`src/sgf_pkg.sv`:
```
package sgf_pkg;
	// ----------------------------------------
	// register offsets
	// ----------------------------------------
	localparam logic [7:0] FRAME_SIZE_LIMIT_CTRL_OFS = 8'h04;
	localparam logic [7:0] VLAN_SNOOP_PORT5_MODE_CTRL_OFS = 8'h05;
	localparam logic [7:0] PORT5_LINK_FLOW_STORM_CTRL_OFS = 8'h06;

	// ----------------------------------------
	// field positions
	// ----------------------------------------
	localparam int HUGE_FRAME_BIT = 2;
	localparam int SIZE_CHECK_DIS_BIT = 1;
	localparam int VLAN_EN_BIT = 7;
	localparam int IGMP_SNOOP_BIT = 6;
	localparam int DIRECT_MODE_BIT = 5;
	localparam int PRETAG_BIT = 4;
	localparam int TAG_MASK_BIT = 1;
	localparam int SNIFF_AND_BIT = 0;
	localparam int PORT5_BACKPRESSURE_BIT = 7;

	// writable bits and values after reset
	localparam logic [7:0] FRAME_SIZE_WMASK = 8'hfe;
	localparam logic [7:0] FRAME_SIZE_RESET = 8'hf0;
	localparam logic [7:0] VLAN_MODE_WMASK = 8'hf3;
	localparam logic [7:0] VLAN_MODE_RESET = 8'h00;
	localparam logic [7:0] PORT5_FLOW_RESET = 8'h00;

	// ----------------------------------------
	// frame length limits in bytes
	// ----------------------------------------
	localparam logic [11:0] LEN_HUGE = 12'd1916;
	localparam logic [11:0] LEN_NOCHECK = 12'd1536;
	localparam logic [11:0] LEN_TAGGED = 12'd1522;
	localparam logic [11:0] LEN_UNTAGGED = 12'd1518;

	// cycles after reset release before the synced strap is valid
	// two synchroniser stages are cleared by reset, so the pin shows in stage two at the second edge
	localparam logic [1:0] STRAP_WAIT_RESET = 2'd3;
endpackage : sgf_pkg

```
`src/sgf_len_check.sv`:
```
`timescale 1ns/1ps
// ----------------------------------------
// frame length counter and size check
// ----------------------------------------
module sgf_len_check (
	input wire logic ref_clk, // core clock
	input wire logic rst, // sync reset, high
	input wire logic frame_start, // first byte of destination address
	input wire logic byte_valid, // one frame byte this cycle
	input wire logic frame_end, // last fcs byte this cycle
	input wire logic [11:0] max_len, // selected limit in bytes
	output logic drop // one-cycle pulse: frame too long
);
	typedef struct packed {
		logic [11:0] cnt;
		logic drop;
	} sgf_len_s;

	sgf_len_s s_q;
	sgf_len_s s_d;
	logic [11:0] cnt_now;

	// count saturates so very long frames still compare as too long
	always_comb begin
		s_d = s_q;
		cnt_now = frame_start ? 12'd0 : s_q.cnt;
		if (byte_valid && cnt_now != 12'hfff) begin
			cnt_now = cnt_now + 12'd1; // RL15
		end
		s_d.cnt = frame_end ? 12'd0 : cnt_now;
		s_d.drop = frame_end && (cnt_now > max_len); // RL4
	end

	// state register
	always_ff @(posedge ref_clk) begin
		if (rst) begin
			s_q <= '0;
		end else begin
			s_q <= s_d;
		end
	end

	assign drop = s_q.drop;
endmodule : sgf_len_check

```
`src/sgf_ctrl.sv`:
```
`timescale 1ns/1ps
// Function
// RL1: huge bit allows 1916 bytes, overrides check
// RL2: check-disable bit alone allows 1536 bytes
// RL3: default 1522 tagged, 1518 untagged; cpu-tag exempt (code limits cpu-tagged frames to 1536)
// RL4: drop frames longer than selected limit
// RL5: check-disable bit loaded from strap
// RL6: vlan enable bit turns on 802.1q
// RL7: igmp snoop sends igmp to port 5
// RL8: direct mode forwards by preamble code
// RL9: pre-tag marks port-5 frames with source
// RL10: tag mask uses vid low 5 bits
// RL11: tag mask only works with vlan off
// RL12: sniff and-mode needs both ports match
// RL13: sniff or-mode needs either port match
// RL14: back-pressure bit enables port-5 back pressure
// RL15: length counts destination address through fcs
// RL16: reserved bits read zero, writes ignored
module sgf_ctrl (
	input wire logic ref_clk, // core clock, 125 MHz
	input wire logic rst, // sync reset, high
	input wire logic size_limit_strap_pin, // strap, pin domain
	input wire logic [7:0] reg_addr, // register port address
	input wire logic reg_wr, // write strobe
	input wire logic reg_rd, // read strobe
	input wire logic [7:0] reg_wdata, // write data
	output logic [7:0] reg_rdata, // read data, one cycle later
	input wire logic rx_frame_start, // first byte of received frame
	input wire logic rx_byte_valid, // received byte strobe
	input wire logic rx_frame_end, // last byte of received frame
	input wire logic rx_tagged, // frame carries 802.1q tag
	input wire logic rx_cpu_tag, // special_cpu_tag_id toward ports 1-4
	output logic rx_drop, // oversize frame drop pulse
	input wire logic fwd_valid, // forwarding lookup request
	input wire logic fwd_igmp, // frame is igmp
	input wire logic [11:0] fwd_vid, // frame vlan identifier
	input wire logic [4:0] fwd_lookup_mask, // mask from address lookup
	input wire logic [2:0] fwd_src_port, // ingress port number
	input wire logic fwd_sniff_src_match, // source port monitored
	input wire logic fwd_sniff_dst_match, // destination port monitored
	output logic [4:0] fwd_egress_mask, // chosen egress ports
	output logic fwd_sniff_copy, // copy to sniffer port
	output logic [2:0] fwd_pretag_port, // port number for preamble
	output logic fwd_pretag_valid, // pre-tag the port-5 frame
	output logic fwd_done, // decision valid pulse
	input wire logic port5_rx_valid_pin, // port-5 receive valid, pin
	input wire logic [4:0] port5_preamble_code, // port mask from preamble
	output logic [4:0] port5_direct_mask, // captured direct-mode mask
	output logic port5_direct_valid, // direct-mode mask captured pulse
	output logic vlan_enable, // 802.1q mode on
	output logic port5_backpressure_en // half-duplex back pressure
);
	typedef struct packed {
		logic [7:0] size_ctl;
		logic [7:0] mode_ctl;
		logic [7:0] flow_ctl;
		logic [7:0] rdata;
		logic [1:0] strap_wait;
		logic strap_s1;
		logic strap_s2;
		logic rxv_s1;
		logic rxv_s2;
		logic rxv_prev;
		logic [4:0] direct_mask;
		logic direct_valid;
		logic [4:0] egress;
		logic sniff;
		logic [2:0] pretag_port;
		logic pretag_valid;
		logic done;
		logic vlan_en;
		logic bp_en;
	} sgf_ctrl_s;

	sgf_ctrl_s s_q;
	sgf_ctrl_s s_d;
	logic [11:0] max_len;
	logic drop_w;

	// ----------------------------------------
	// frame size selection
	// ----------------------------------------
	always_comb begin
		if (s_q.size_ctl[sgf_pkg::HUGE_FRAME_BIT]) begin
			max_len = sgf_pkg::LEN_HUGE; // RL1
		end else if (s_q.size_ctl[sgf_pkg::SIZE_CHECK_DIS_BIT]) begin
			max_len = sgf_pkg::LEN_NOCHECK; // RL2
		end else if (rx_tagged && !rx_cpu_tag) begin
			max_len = sgf_pkg::LEN_TAGGED; // RL3
		end else if (rx_cpu_tag) begin
			max_len = sgf_pkg::LEN_NOCHECK; // RL3
		end else begin
			max_len = sgf_pkg::LEN_UNTAGGED; // RL3
		end
	end

	sgf_len_check sgf_len_check_i (
		.ref_clk(ref_clk),
		.rst(rst),
		.frame_start(rx_frame_start),
		.byte_valid(rx_byte_valid),
		.frame_end(rx_frame_end),
		.max_len(max_len),
		.drop(drop_w)
	);

	// ----------------------------------------
	// next state
	// ----------------------------------------
	always_comb begin
		s_d = s_q;
		// pin inputs pass two flops before use
		s_d.strap_s1 = size_limit_strap_pin;
		s_d.strap_s2 = s_q.strap_s1;
		s_d.rxv_s1 = port5_rx_valid_pin;
		s_d.rxv_s2 = s_q.rxv_s1;
		s_d.rxv_prev = s_q.rxv_s2;

		// strap caught once the synchroniser has settled; a write wins after that
		if (s_q.strap_wait != 2'd0) begin
			s_d.strap_wait = s_q.strap_wait - 2'd1;
			if (s_q.strap_wait == 2'd1) begin
				s_d.size_ctl[sgf_pkg::SIZE_CHECK_DIS_BIT] = s_q.strap_s2; // RL5
			end
		end

		// register writes, reserved bits masked off
		if (reg_wr) begin
			case (reg_addr)
				sgf_pkg::FRAME_SIZE_LIMIT_CTRL_OFS: s_d.size_ctl = reg_wdata & sgf_pkg::FRAME_SIZE_WMASK; // RL16
				sgf_pkg::VLAN_SNOOP_PORT5_MODE_CTRL_OFS: s_d.mode_ctl = reg_wdata & sgf_pkg::VLAN_MODE_WMASK; // RL16
				sgf_pkg::PORT5_LINK_FLOW_STORM_CTRL_OFS: s_d.flow_ctl = reg_wdata;
				default: s_d.rdata = s_q.rdata;
			endcase
		end

		// read data; unmapped offsets answer zero
		if (reg_rd) begin
			case (reg_addr)
				sgf_pkg::FRAME_SIZE_LIMIT_CTRL_OFS: s_d.rdata = s_q.size_ctl;
				sgf_pkg::VLAN_SNOOP_PORT5_MODE_CTRL_OFS: s_d.rdata = s_q.mode_ctl;
				sgf_pkg::PORT5_LINK_FLOW_STORM_CTRL_OFS: s_d.rdata = s_q.flow_ctl;
				default: s_d.rdata = 8'h00;
			endcase
		end

		// mode levels toward the switch core
		s_d.vlan_en = s_q.mode_ctl[sgf_pkg::VLAN_EN_BIT]; // RL6
		s_d.bp_en = s_q.flow_ctl[sgf_pkg::PORT5_BACKPRESSURE_BIT]; // RL14

		// direct mode: preamble code taken at rising receive valid
		s_d.direct_valid = 1'b0;
		if (s_q.mode_ctl[sgf_pkg::DIRECT_MODE_BIT] && s_q.rxv_s2 && !s_q.rxv_prev) begin
			s_d.direct_mask = port5_preamble_code; // RL8
			s_d.direct_valid = 1'b1; // RL8
		end

		// forwarding decision, one cycle after the request
		s_d.done = fwd_valid;
		if (fwd_valid) begin
			// tag mask is ignored while vlan mode is on
			if (s_q.mode_ctl[sgf_pkg::TAG_MASK_BIT] && !s_q.mode_ctl[sgf_pkg::VLAN_EN_BIT]) begin
				s_d.egress = fwd_vid[4:0]; // RL10 RL11
			end else begin
				s_d.egress = fwd_lookup_mask;
			end
			if (s_q.mode_ctl[sgf_pkg::IGMP_SNOOP_BIT] && fwd_igmp) begin
				s_d.egress[4] = 1'b1; // RL7
			end
			if (s_q.mode_ctl[sgf_pkg::SNIFF_AND_BIT]) begin
				s_d.sniff = fwd_sniff_src_match && fwd_sniff_dst_match; // RL12
			end else begin
				s_d.sniff = fwd_sniff_src_match || fwd_sniff_dst_match; // RL13
			end
			s_d.pretag_port = fwd_src_port;
			s_d.pretag_valid = s_q.mode_ctl[sgf_pkg::PRETAG_BIT] && s_d.egress[4]; // RL9
		end
	end

	// state register
	always_ff @(posedge ref_clk) begin
		if (rst) begin
			s_q <= '0;
			s_q.size_ctl <= sgf_pkg::FRAME_SIZE_RESET;
			s_q.mode_ctl <= sgf_pkg::VLAN_MODE_RESET;
			s_q.flow_ctl <= sgf_pkg::PORT5_FLOW_RESET;
			s_q.strap_wait <= sgf_pkg::STRAP_WAIT_RESET;
		end else begin
			s_q <= s_d;
		end
	end

	// drop pulse already comes from a flop in the checker
	assign rx_drop = drop_w;
	assign reg_rdata = s_q.rdata;
	assign fwd_egress_mask = s_q.egress;
	assign fwd_sniff_copy = s_q.sniff;
	assign fwd_pretag_port = s_q.pretag_port;
	assign fwd_pretag_valid = s_q.pretag_valid;
	assign fwd_done = s_q.done;
	assign port5_direct_mask = s_q.direct_mask;
	assign port5_direct_valid = s_q.direct_valid;
	assign vlan_enable = s_q.vlan_en;
	assign port5_backpressure_en = s_q.bp_en;
endmodule : sgf_ctrl

```
`config.mk`:
```
export PLATFORM = sky130hd
export DESIGN_NAME = sgf_ctrl
export DESIGN_NICKNAME = d
export VERILOG_FILES = /design/src/sgf_pkg.sv /design/src/sgf_len_check.sv /design/src/sgf_ctrl.sv
export SDC_FILE = /design/constraint.sdc
export NUM_CORES = 1
export LEC_CHECK = 0
export ABC_AREA = 1
export BUFFER_PORTS_ARGS = -buffer_cell sky130_fd_sc_hd__buf_2
export CAP_MARGIN = 20
export CORE_UTILIZATION = 25
export CTS_BUF_LIST = sky130_fd_sc_hd__clkbuf_4
export DETAILED_ROUTE_END_ITERATION = 16
export PLACE_DENSITY = 0.41
export SYNTH_ARGS = -nofsm -noshare
export SYNTH_HDL_FRONTEND = slang
export SYNTH_SLANG_ARGS = --single-unit
```
`constraint.sdc`:
```
create_clock -name ref_clk -period 3.34 [get_ports ref_clk]
set_input_delay 0.334 -clock ref_clk [delete_from_list [all_inputs] [get_ports ref_clk]]
set_output_delay 0.334 -clock ref_clk [all_outputs]
set_load 0.05 [all_outputs]
```
### Yosys cells after proc, flatten, opt, wreduce, memory -nomap -nowiden

Index checks and enable logic that the tools add are counted.

| storage, ports and cells | value |
|---|---|
| register bits after elaboration | 68 |
| bits in latches | 0 |
| RAM bits | 0 |
| ROM bits | 0 |
| input bits | 56 |
| output and inout port bits | 28 |
| word-level logic and storage cells | 67 |
| memories kept | 0 |

| operators by class | value |
|---|---|
| add/sub/neg operators | 2 |
| multipliers | 0 |
| divide/modulo/power cells | 0 |
| $lt $le $gt $ge | 1 |
| eq/ne operators | 5 |
| shift-type cells | 0 |
| muxes and demuxes | 19 |
| bitwise logic cells | 0 |
| reductions and logical operators | 18 |

Operator list:

| operator | count |
|---|---|
| $mux W10 | 4 |
| $mux W26 | 1 |
| $eq A8 B3 Y1 const B | 3 |
| $mux W12 | 2 |
| $mux W8 | 3 |
| $pmux W8 S3 | 1 |
| $add A12 B1 Y12 const B | 1 |
| $gt A12 B12 Y1 | 1 |
| $ne A12 B12 Y1 const B | 1 |
| $logic_and A1 B1 Y1 | 9 |
| $mux W1 | 6 |
| $reduce_and A2 Y1 | 3 |
| $mux W5 | 1 |
| $logic_not A1 Y1 | 3 |
| $eq A2 B1 Y1 const B | 1 |
| $mux W2 | 1 |
| $reduce_bool A2 Y1 | 1 |
| $reduce_or A2 Y1 | 1 |
| $sub A2 B1 Y2 const B | 1 |
| $logic_or A1 B1 Y1 | 1 |

### Logic depth before layout (Yosys ltp)

| logic depth | value |
|---|---|
| depth after elaboration | 7 |
| depth in mapped cells | 22 |
| mapped depth without buffers | 21 |

### Cells and area by module

Synthesis repeated with hierarchy kept, for this count alone.

| second synthesis, totals | value |
|---|---|
| cells, all modules | 520 |
| area, all modules | 3762.4 um^2 |

Modules (own cells, without submodules):

| module | times used | cells an instance | area an instance (um^2) | seq. area each (um^2) |
|---|---|---|---|---|
| sgf_ctrl | 1 | 319 | 2512.4 | 1101.1 |
| sgf_len_check | 1 | 201 | 1249.9 | 260.2 |

### Worst setup path after synthesis

No wires, ideal clock.

| timing | value |
|---|---|
| path kind | input to register |
| start point | input port rx_frame_start |
| end point | register sgf_len_check_i.s_q (netlist bit sgf_len_check_i.drop) |
| setup time | 114 ps |
| data arrival time | 2423 ps |
| data required time | 3226 ps |
| setup slack | 803 ps |
| stages on the path | 21 |
| buffers on the path | 1 |
| cell sequence | inv_2 buf_6 nand2_1 inv_1 ha_1 nand3_1 nor2_2 nand3_4 nand2_8 nor2_1 xor2_1 inv_1 ha_1 nand2_1 inv_1 a21oi_1 nand2_1 a21oi_1 nor2_1 nand2_1 a21oi_2 |

| on the way | value |
|---|---|
| longest elaborated chain between the ends | 6 |
| elaborated cells between the ends (all ways) | 7 |
| those cells by class | add/sub: 1; order compare: 1; eq/ne: 1; mux: 2; reduce/logical: 2 |

RTL lines:

| item | line | source |
|---|---|---|
| start: declaration | sgf_ctrl.sv:28 | `input wire logic rx_frame_start,` |
| $mux W12 (*) | sgf_len_check.sv:26 | `cnt_now = frame_start ? 12'd0 : s_q.cnt;` |
| branches (longest 2 deep; another with $add A12 B1 Y12) | - |  |
| $mux W12 (*) | sgf_len_check.sv:27 | `if (byte_valid && cnt_now != 12'hfff) begin` |
| via sgf_len_check_i.cnt_now[7] | sgf_len_check.sv:21 | `logic [11:0] cnt_now;` |
| $gt A12 B12 Y1 (*) | sgf_len_check.sv:31 | `s_d.drop = frame_end && (cnt_now > max_len);` |
| $logic_and A1 B1 Y1 (*) | sgf_len_check.sv:31 |  |
| end signal: assignment | sgf_len_check.sv:37 | `s_q <= '0;` |
| end signal: assignment | sgf_len_check.sv:39 | `s_q <= s_d;` |
| end: declaration | sgf_len_check.sv:19 | `sgf_len_s s_q;` |

Mark *: on every way through the listed nets, which the timed path passes.
A chain may end at the register's enable or synchronous reset.

### Worst setup path after layout

| timing | value |
|---|---|
| start point | register sgf_len_check_i.s_q[2] in the netlist's numbering |
| end point | register sgf_len_check_i.s_q (netlist bit sgf_len_check_i.drop) |

| on the way | value |
|---|---|
| longest elaborated chain between the ends | 6 |
| elaborated cells between the ends (all ways) | 7 |
| those cells by class | add/sub: 1; order compare: 1; eq/ne: 1; mux: 2; reduce/logical: 2 |

RTL lines:

| item | line |
|---|---|
| $mux W12 (*) | sgf_len_check.sv:26 |
| branches (longest 2 deep; another with $add A12 B1 Y12) | - |
| $mux W12 (*) | sgf_len_check.sv:27 |
| via sgf_len_check_i.cnt_now[7] | sgf_len_check.sv:21 |
| $gt A12 B12 Y1 (*) | sgf_len_check.sv:31 |
| $logic_and A1 B1 Y1 (*) | sgf_len_check.sv:31 |

Marked as above.

==> impl_results.html <==
<table>
<tr><th>Metric</th><th>Value</th></tr>
<tr><th colspan="2">Run status</th></tr>
<tr><td>Outcome</td><td>finished clean</td></tr>
<tr><th colspan="2">Floorplanning</th></tr>
<tr><td>IO Pins</td><td>84</td></tr>
<tr><td>Site row count</td><td>42</td></tr>
<tr><td>Floorplan Core Area</td><td>between 10,000 and 15,000 sq um</td></tr>
<tr><td>Die Width</td><td>around 120 um</td></tr>
<tr><td>Die Footprint</td><td>14,130 sq um</td></tr>
<tr><td>Die H</td><td>around 120 um</td></tr>
<tr><td>Initial core utilization</td><td>0.2569</td></tr>
<tr><th colspan="2">Drt</th></tr>
<tr><td>Violation count after the first detailed-routing iteration</td><td>approximately 140</td></tr>
<tr><td>Wire length per cell</td><td>11.72 um</td></tr>
<tr><td>Via count normalized by instance count</td><td>4.270</td></tr>
<tr><td>Remaining design rule violation count</td><td>0</td></tr>
<tr><td>Final wirelength</td><td>roughly 8300 um</td></tr>
<tr><td>First drt pass iteration count</td><td>4</td></tr>
<tr><td>Post-route antenna net violation count</td><td>0</td></tr>
<tr><td>Total vias in the final route</td><td>around 3,000</td></tr>
<tr><th colspan="2">Timing</th></tr>
<tr><td>Worst slew margin relative to its limit</td><td>0.4254</td></tr>
<tr><td>Final hold violations</td><td>0</td></tr>
<tr><td>Max Clock Freq</td><td>roughly 360 MHz</td></tr>
<tr><td>Setup total negative slack</td><td>0 ns</td></tr>
<tr><td>Share of the cycle needed by the critical path after routing</td><td>0.8237</td></tr>
<tr><td>Unrepaired setup endpoints after global routing</td><td>false</td></tr>
<tr><td>Final min period</td><td>2.751 ns</td></tr>
<tr><td>Worst-Margin Slew</td><td>0.8609 ns</td></tr>
<tr><td>Worst clock skew</td><td>approximately 0.016 ns</td></tr>
<tr><td>Total setup violations reported at the end of the flow</td><td>0</td></tr>
<tr><td>Number of pins with negative max-slew slack in the final report</td><td>0</td></tr>
<tr><th colspan="2">Critical path</th></tr>
<tr><td>Crit path kind</td><td>flop to flop</td></tr>
<tr><td>Worst setup SP type</td><td>flop</td></tr>
<tr><td>Worst Reg-to-Reg Cells</td><td>19</td></tr>
<tr><td>WP data arrival</td><td>3.07 ns</td></tr>
<tr><td>FF-to-FF setup slack</td><td>0.59 ns</td></tr>
<tr><td>Maximum fanout count along the critical path</td><td>10</td></tr>
<tr><td>Required time at the worst-slack endpoint</td><td>3.66 ns</td></tr>
<tr><td>Crit. End Element</td><td>flop</td></tr>
<tr><th colspan="2">Yosys</th></tr>
<tr><td>Sequential cell area fraction in the yosys report</td><td>0.3985</td></tr>
<tr><td>Synthesized area per cell</td><td>7.222 sq um</td></tr>
<tr><td>Syn Inst Count</td><td>approximately 470</td></tr>
<tr><td>Number of library cell types mapped by synthesis</td><td>36</td></tr>
<tr><td>Synthesis warning total</td><td>0</td></tr>
<tr><td>Synthesized net count</td><td>between 500 and 600</td></tr>
<tr><td>Cell Area, Synth</td><td>roughly 3400 sq um</td></tr>
<tr><td>Flip-flop and latch count after synthesis</td><td>68</td></tr>
<tr><th colspan="2">Pwr</th></tr>
<tr><td>P per Cell Area</td><td>~390 nW/um^2</td></tr>
<tr><td>Pleak</td><td>approximately 1.8 nW</td></tr>
<tr><td>Peak supply drop</td><td>about 0.19 mV</td></tr>
<tr><th colspan="2">CTS</th></tr>
<tr><td>Number of H-tree branching levels</td><td>3</td></tr>
<tr><td>Worst-skew pair later-pin latency</td><td>between 0.4 and 0.5 ns</td></tr>
<tr><td>TritonCTS clock tree</td><td>done</td></tr>
<tr><td># Post-CTS Setup Buffers</td><td>0</td></tr>
<tr><td>Clock-pin slew reported for the worst setup and hold paths after clock tree synthesis</td><td>0.11 ns</td></tr>
<tr><td>TritonCTS buffer count</td><td>9</td></tr>
<tr><td>CTS hold repair buffers</td><td>0</td></tr>
<tr><td>Number of buffers on the longest clock path</td><td>2</td></tr>
<tr><td>CTS root buf</td><td>sky130_fd_sc_hd__clkbuf_4</td></tr>
<tr><td>Count of clock tree sinks</td><td>68</td></tr>
<tr><td>Resize count post-CTS</td><td>0</td></tr>
<tr><th colspan="2">GRT</th></tr>
<tr><td>GR met2 Demand/Resource</td><td>0.1996</td></tr>
<tr><td>Grt peak-use layer</td><td>met2</td></tr>
<tr><td>Wire length of the first global-routing pass</td><td>14,060 um</td></tr>
<tr><td>Global routing usage on met1</td><td>0.1538</td></tr>
<tr><td>Met3 usage in global routing</td><td>0.04262</td></tr>
<tr><td>Maximum number of pins on one net before global-route repair</td><td>32</td></tr>
<tr><td>Via count of the first global-routing pass</td><td>3,001</td></tr>
<tr><td>Number of antenna violations at the first check in global routing</td><td>1</td></tr>
<tr><td>Grt total ovfl</td><td>0</td></tr>
<tr><td>All-layer global routing usage</td><td>0.1273</td></tr>
<tr><th colspan="2">Finish</th></tr>
<tr><td>Commonest non-fill, non-tap cell in the layout</td><td>sky130_fd_sc_hd__nand2_1</td></tr>
<tr><td>Area of all placed cells without fillers</td><td>between 3000 and 4000 sq um</td></tr>
<tr><td>Fraction of the core area covered by cells at the end of the flow</td><td>0.2979</td></tr>
<tr><td>Most frequent cells in the layout</td><td>sky130_fd_sc_hd__nand2_1, sky130_fd_sc_hd__buf_2, sky130_fd_sc_hd__dfxtp_1</td></tr>
<tr><td>Fraction of final layout cells with drive strength greater than 1</td><td>0.2243</td></tr>
<tr><td>Count of nets after finishing</td><td>around 600</td></tr>
<tr><td>Number of inserted filler cells in the final layout</td><td>1,484</td></tr>
<tr><td>Final standard cell count with taps included and fillers excluded</td><td>712</td></tr>
<tr><td>Synthesis-to-finish area growth</td><td>15.97%</td></tr>
<tr><th colspan="2">Placement</th></tr>
<tr><td>Count of input and output buffers</td><td>76</td></tr>
<tr><td>Number of placed cells counting well taps</td><td>695</td></tr>
<tr><td>Cell area after placement</td><td>roughly 3800 sq um</td></tr>
<tr><td>Estimated wirelength of the detail-placed design</td><td>~6300 um</td></tr>
<tr><td>Routability-driven placement congestion ratio</td><td>0.7872</td></tr>
<tr><th colspan="2">Worst hold path</th></tr>
<tr><td>Number of instances on the worst hold path</td><td>3</td></tr>
<tr><td>Min-Delay Path Class</td><td>input port to flop</td></tr>
<tr><th colspan="2">Job</th></tr>
<tr><td>Number of max-cap violations</td><td>0</td></tr>
</table>
[cell type report]
class                           count  area [sq um]  area share
Multi-Input combinational cell    315          1627      0.4106
Sequential cell                    68          1361      0.3437
Timing Repair Buffer               78         395.4     0.09981
Inverter                           58         220.2     0.05559
Tap cell                          176         220.2     0.05559
Clock buffer                       11         82.58     0.02085
Clock inverter                      5         52.55     0.01327
Antenna cell                        1         2.502   0.0006317
[registers in the layout, indices dropped and copies added, names as in the netlist]
register,cells
sgf_len_check_i.drop,1
fwd_egress_mask,5
fwd_pretag_valid,1
s_d,5
port5_direct_mask,5
sgf_len_check_i.s_q,12
s_q,23
fwd_sniff_copy,1
reg_rdata,8
fwd_pretag_port,3
fwd_done,1
vlan_enable,1
port5_direct_valid,1
port5_backpressure_en,1
[path summary, 6_finish.rpt]
check,start,endpoint
max,sgf_len_check_i.s_q[2],sgf_len_check_i.drop
min,size_limit_strap_pin,s_d[22]
max reg2reg,sgf_len_check_i.s_q[2],sgf_len_check_i.drop
min reg2reg,s_d[20],s_d[19]
[metal layers]
metal	part of all wire	wire [um]
met1	0.48	3978
met2	0.44	3633
met3	0.059	494
met4	0.029	238
met5	0	0
[worst max-delay path: stages, from the launching register on]
cell and delay [ns]:
sky130_fd_sc_hd__dfxtp_1 0.39, sky130_fd_sc_hd__nand2_1 0.08, sky130_fd_sc_hd__inv_1 0.06, sky130_fd_sc_hd__ha_1 0.19
sky130_fd_sc_hd__nand3_1 0.11, sky130_fd_sc_hd__nor2_2 0.22, sky130_fd_sc_hd__nand3_4 0.15, sky130_fd_sc_hd__nand2_8 0.13
sky130_fd_sc_hd__nor2_1 0.06, sky130_fd_sc_hd__xor2_1 0.19, sky130_fd_sc_hd__inv_1 0.07, sky130_fd_sc_hd__ha_1 0.30
sky130_fd_sc_hd__nand2_1 0.11, sky130_fd_sc_hd__inv_1 0.05, sky130_fd_sc_hd__a21oi_1 0.13, sky130_fd_sc_hd__nand2_1 0.06
sky130_fd_sc_hd__a21oi_1 0.18, sky130_fd_sc_hd__nor2_1 0.06, sky130_fd_sc_hd__nand2_1 0.08, sky130_fd_sc_hd__a21oi_2 0.05
[cell usage after synthesis (all sizes together)]
master,n,share of area
a21o,1,0.0022
a21oi,35,0.052
a22oi,1,0.0022
a31oi,6,0.011
and2,1,0.0018
buf,23,0.051
clkbuf,9,0.0099
dfxtp,68,0.40
ha,12,0.044
inv,58,0.064
maj3,1,0.0029
nand2,105,0.12
nand3,31,0.053
nand4,3,0.0055
nor2,67,0.086
nor3,4,0.0092
nor3b,2,0.0059
o21ai,38,0.056
o21bai,1,0.0022
or2,1,0.0018
xnor2,2,0.0051
xor2,4,0.012
[through the flow]
step	worst slack, ns	hold slack, ns	total power [W]
final	0.5888	0.1183	0.001548
after global routing	0.2454	0.09572	0.001636
after CTS	0.5441	0.07442	0.001577
after detailed placement	0.4181	0.3957	0.001022
after global placement	0.4457	0.3997	0.001019
after floorplan	0.8027	0.3883	0.0009663
[logic make-up after synthesis]
family / after synthesis / synth area share
buffers and inverters: 90 / 0.1253
XOR/XNOR: 6 / 0.01759
adder cells (fa/ha/maj): 13 / 0.04689
AND/OR/NAND/NOR: 214 / 0.2861
flip-flops: 68 / 0.3985
AO/OA/AOI/OAI: 82 / 0.1256
[power by group]
part | internal [W] | switching [W] | leakage, nW
clock network | 0.000242 | 0.000305 | 0.0783
logic | 0.0000543 | 0.000109 | 1.18
registers | 0.000828 | 0.00000907 | 0.552
Note: power is estimated with default switching activity, not from simulation.
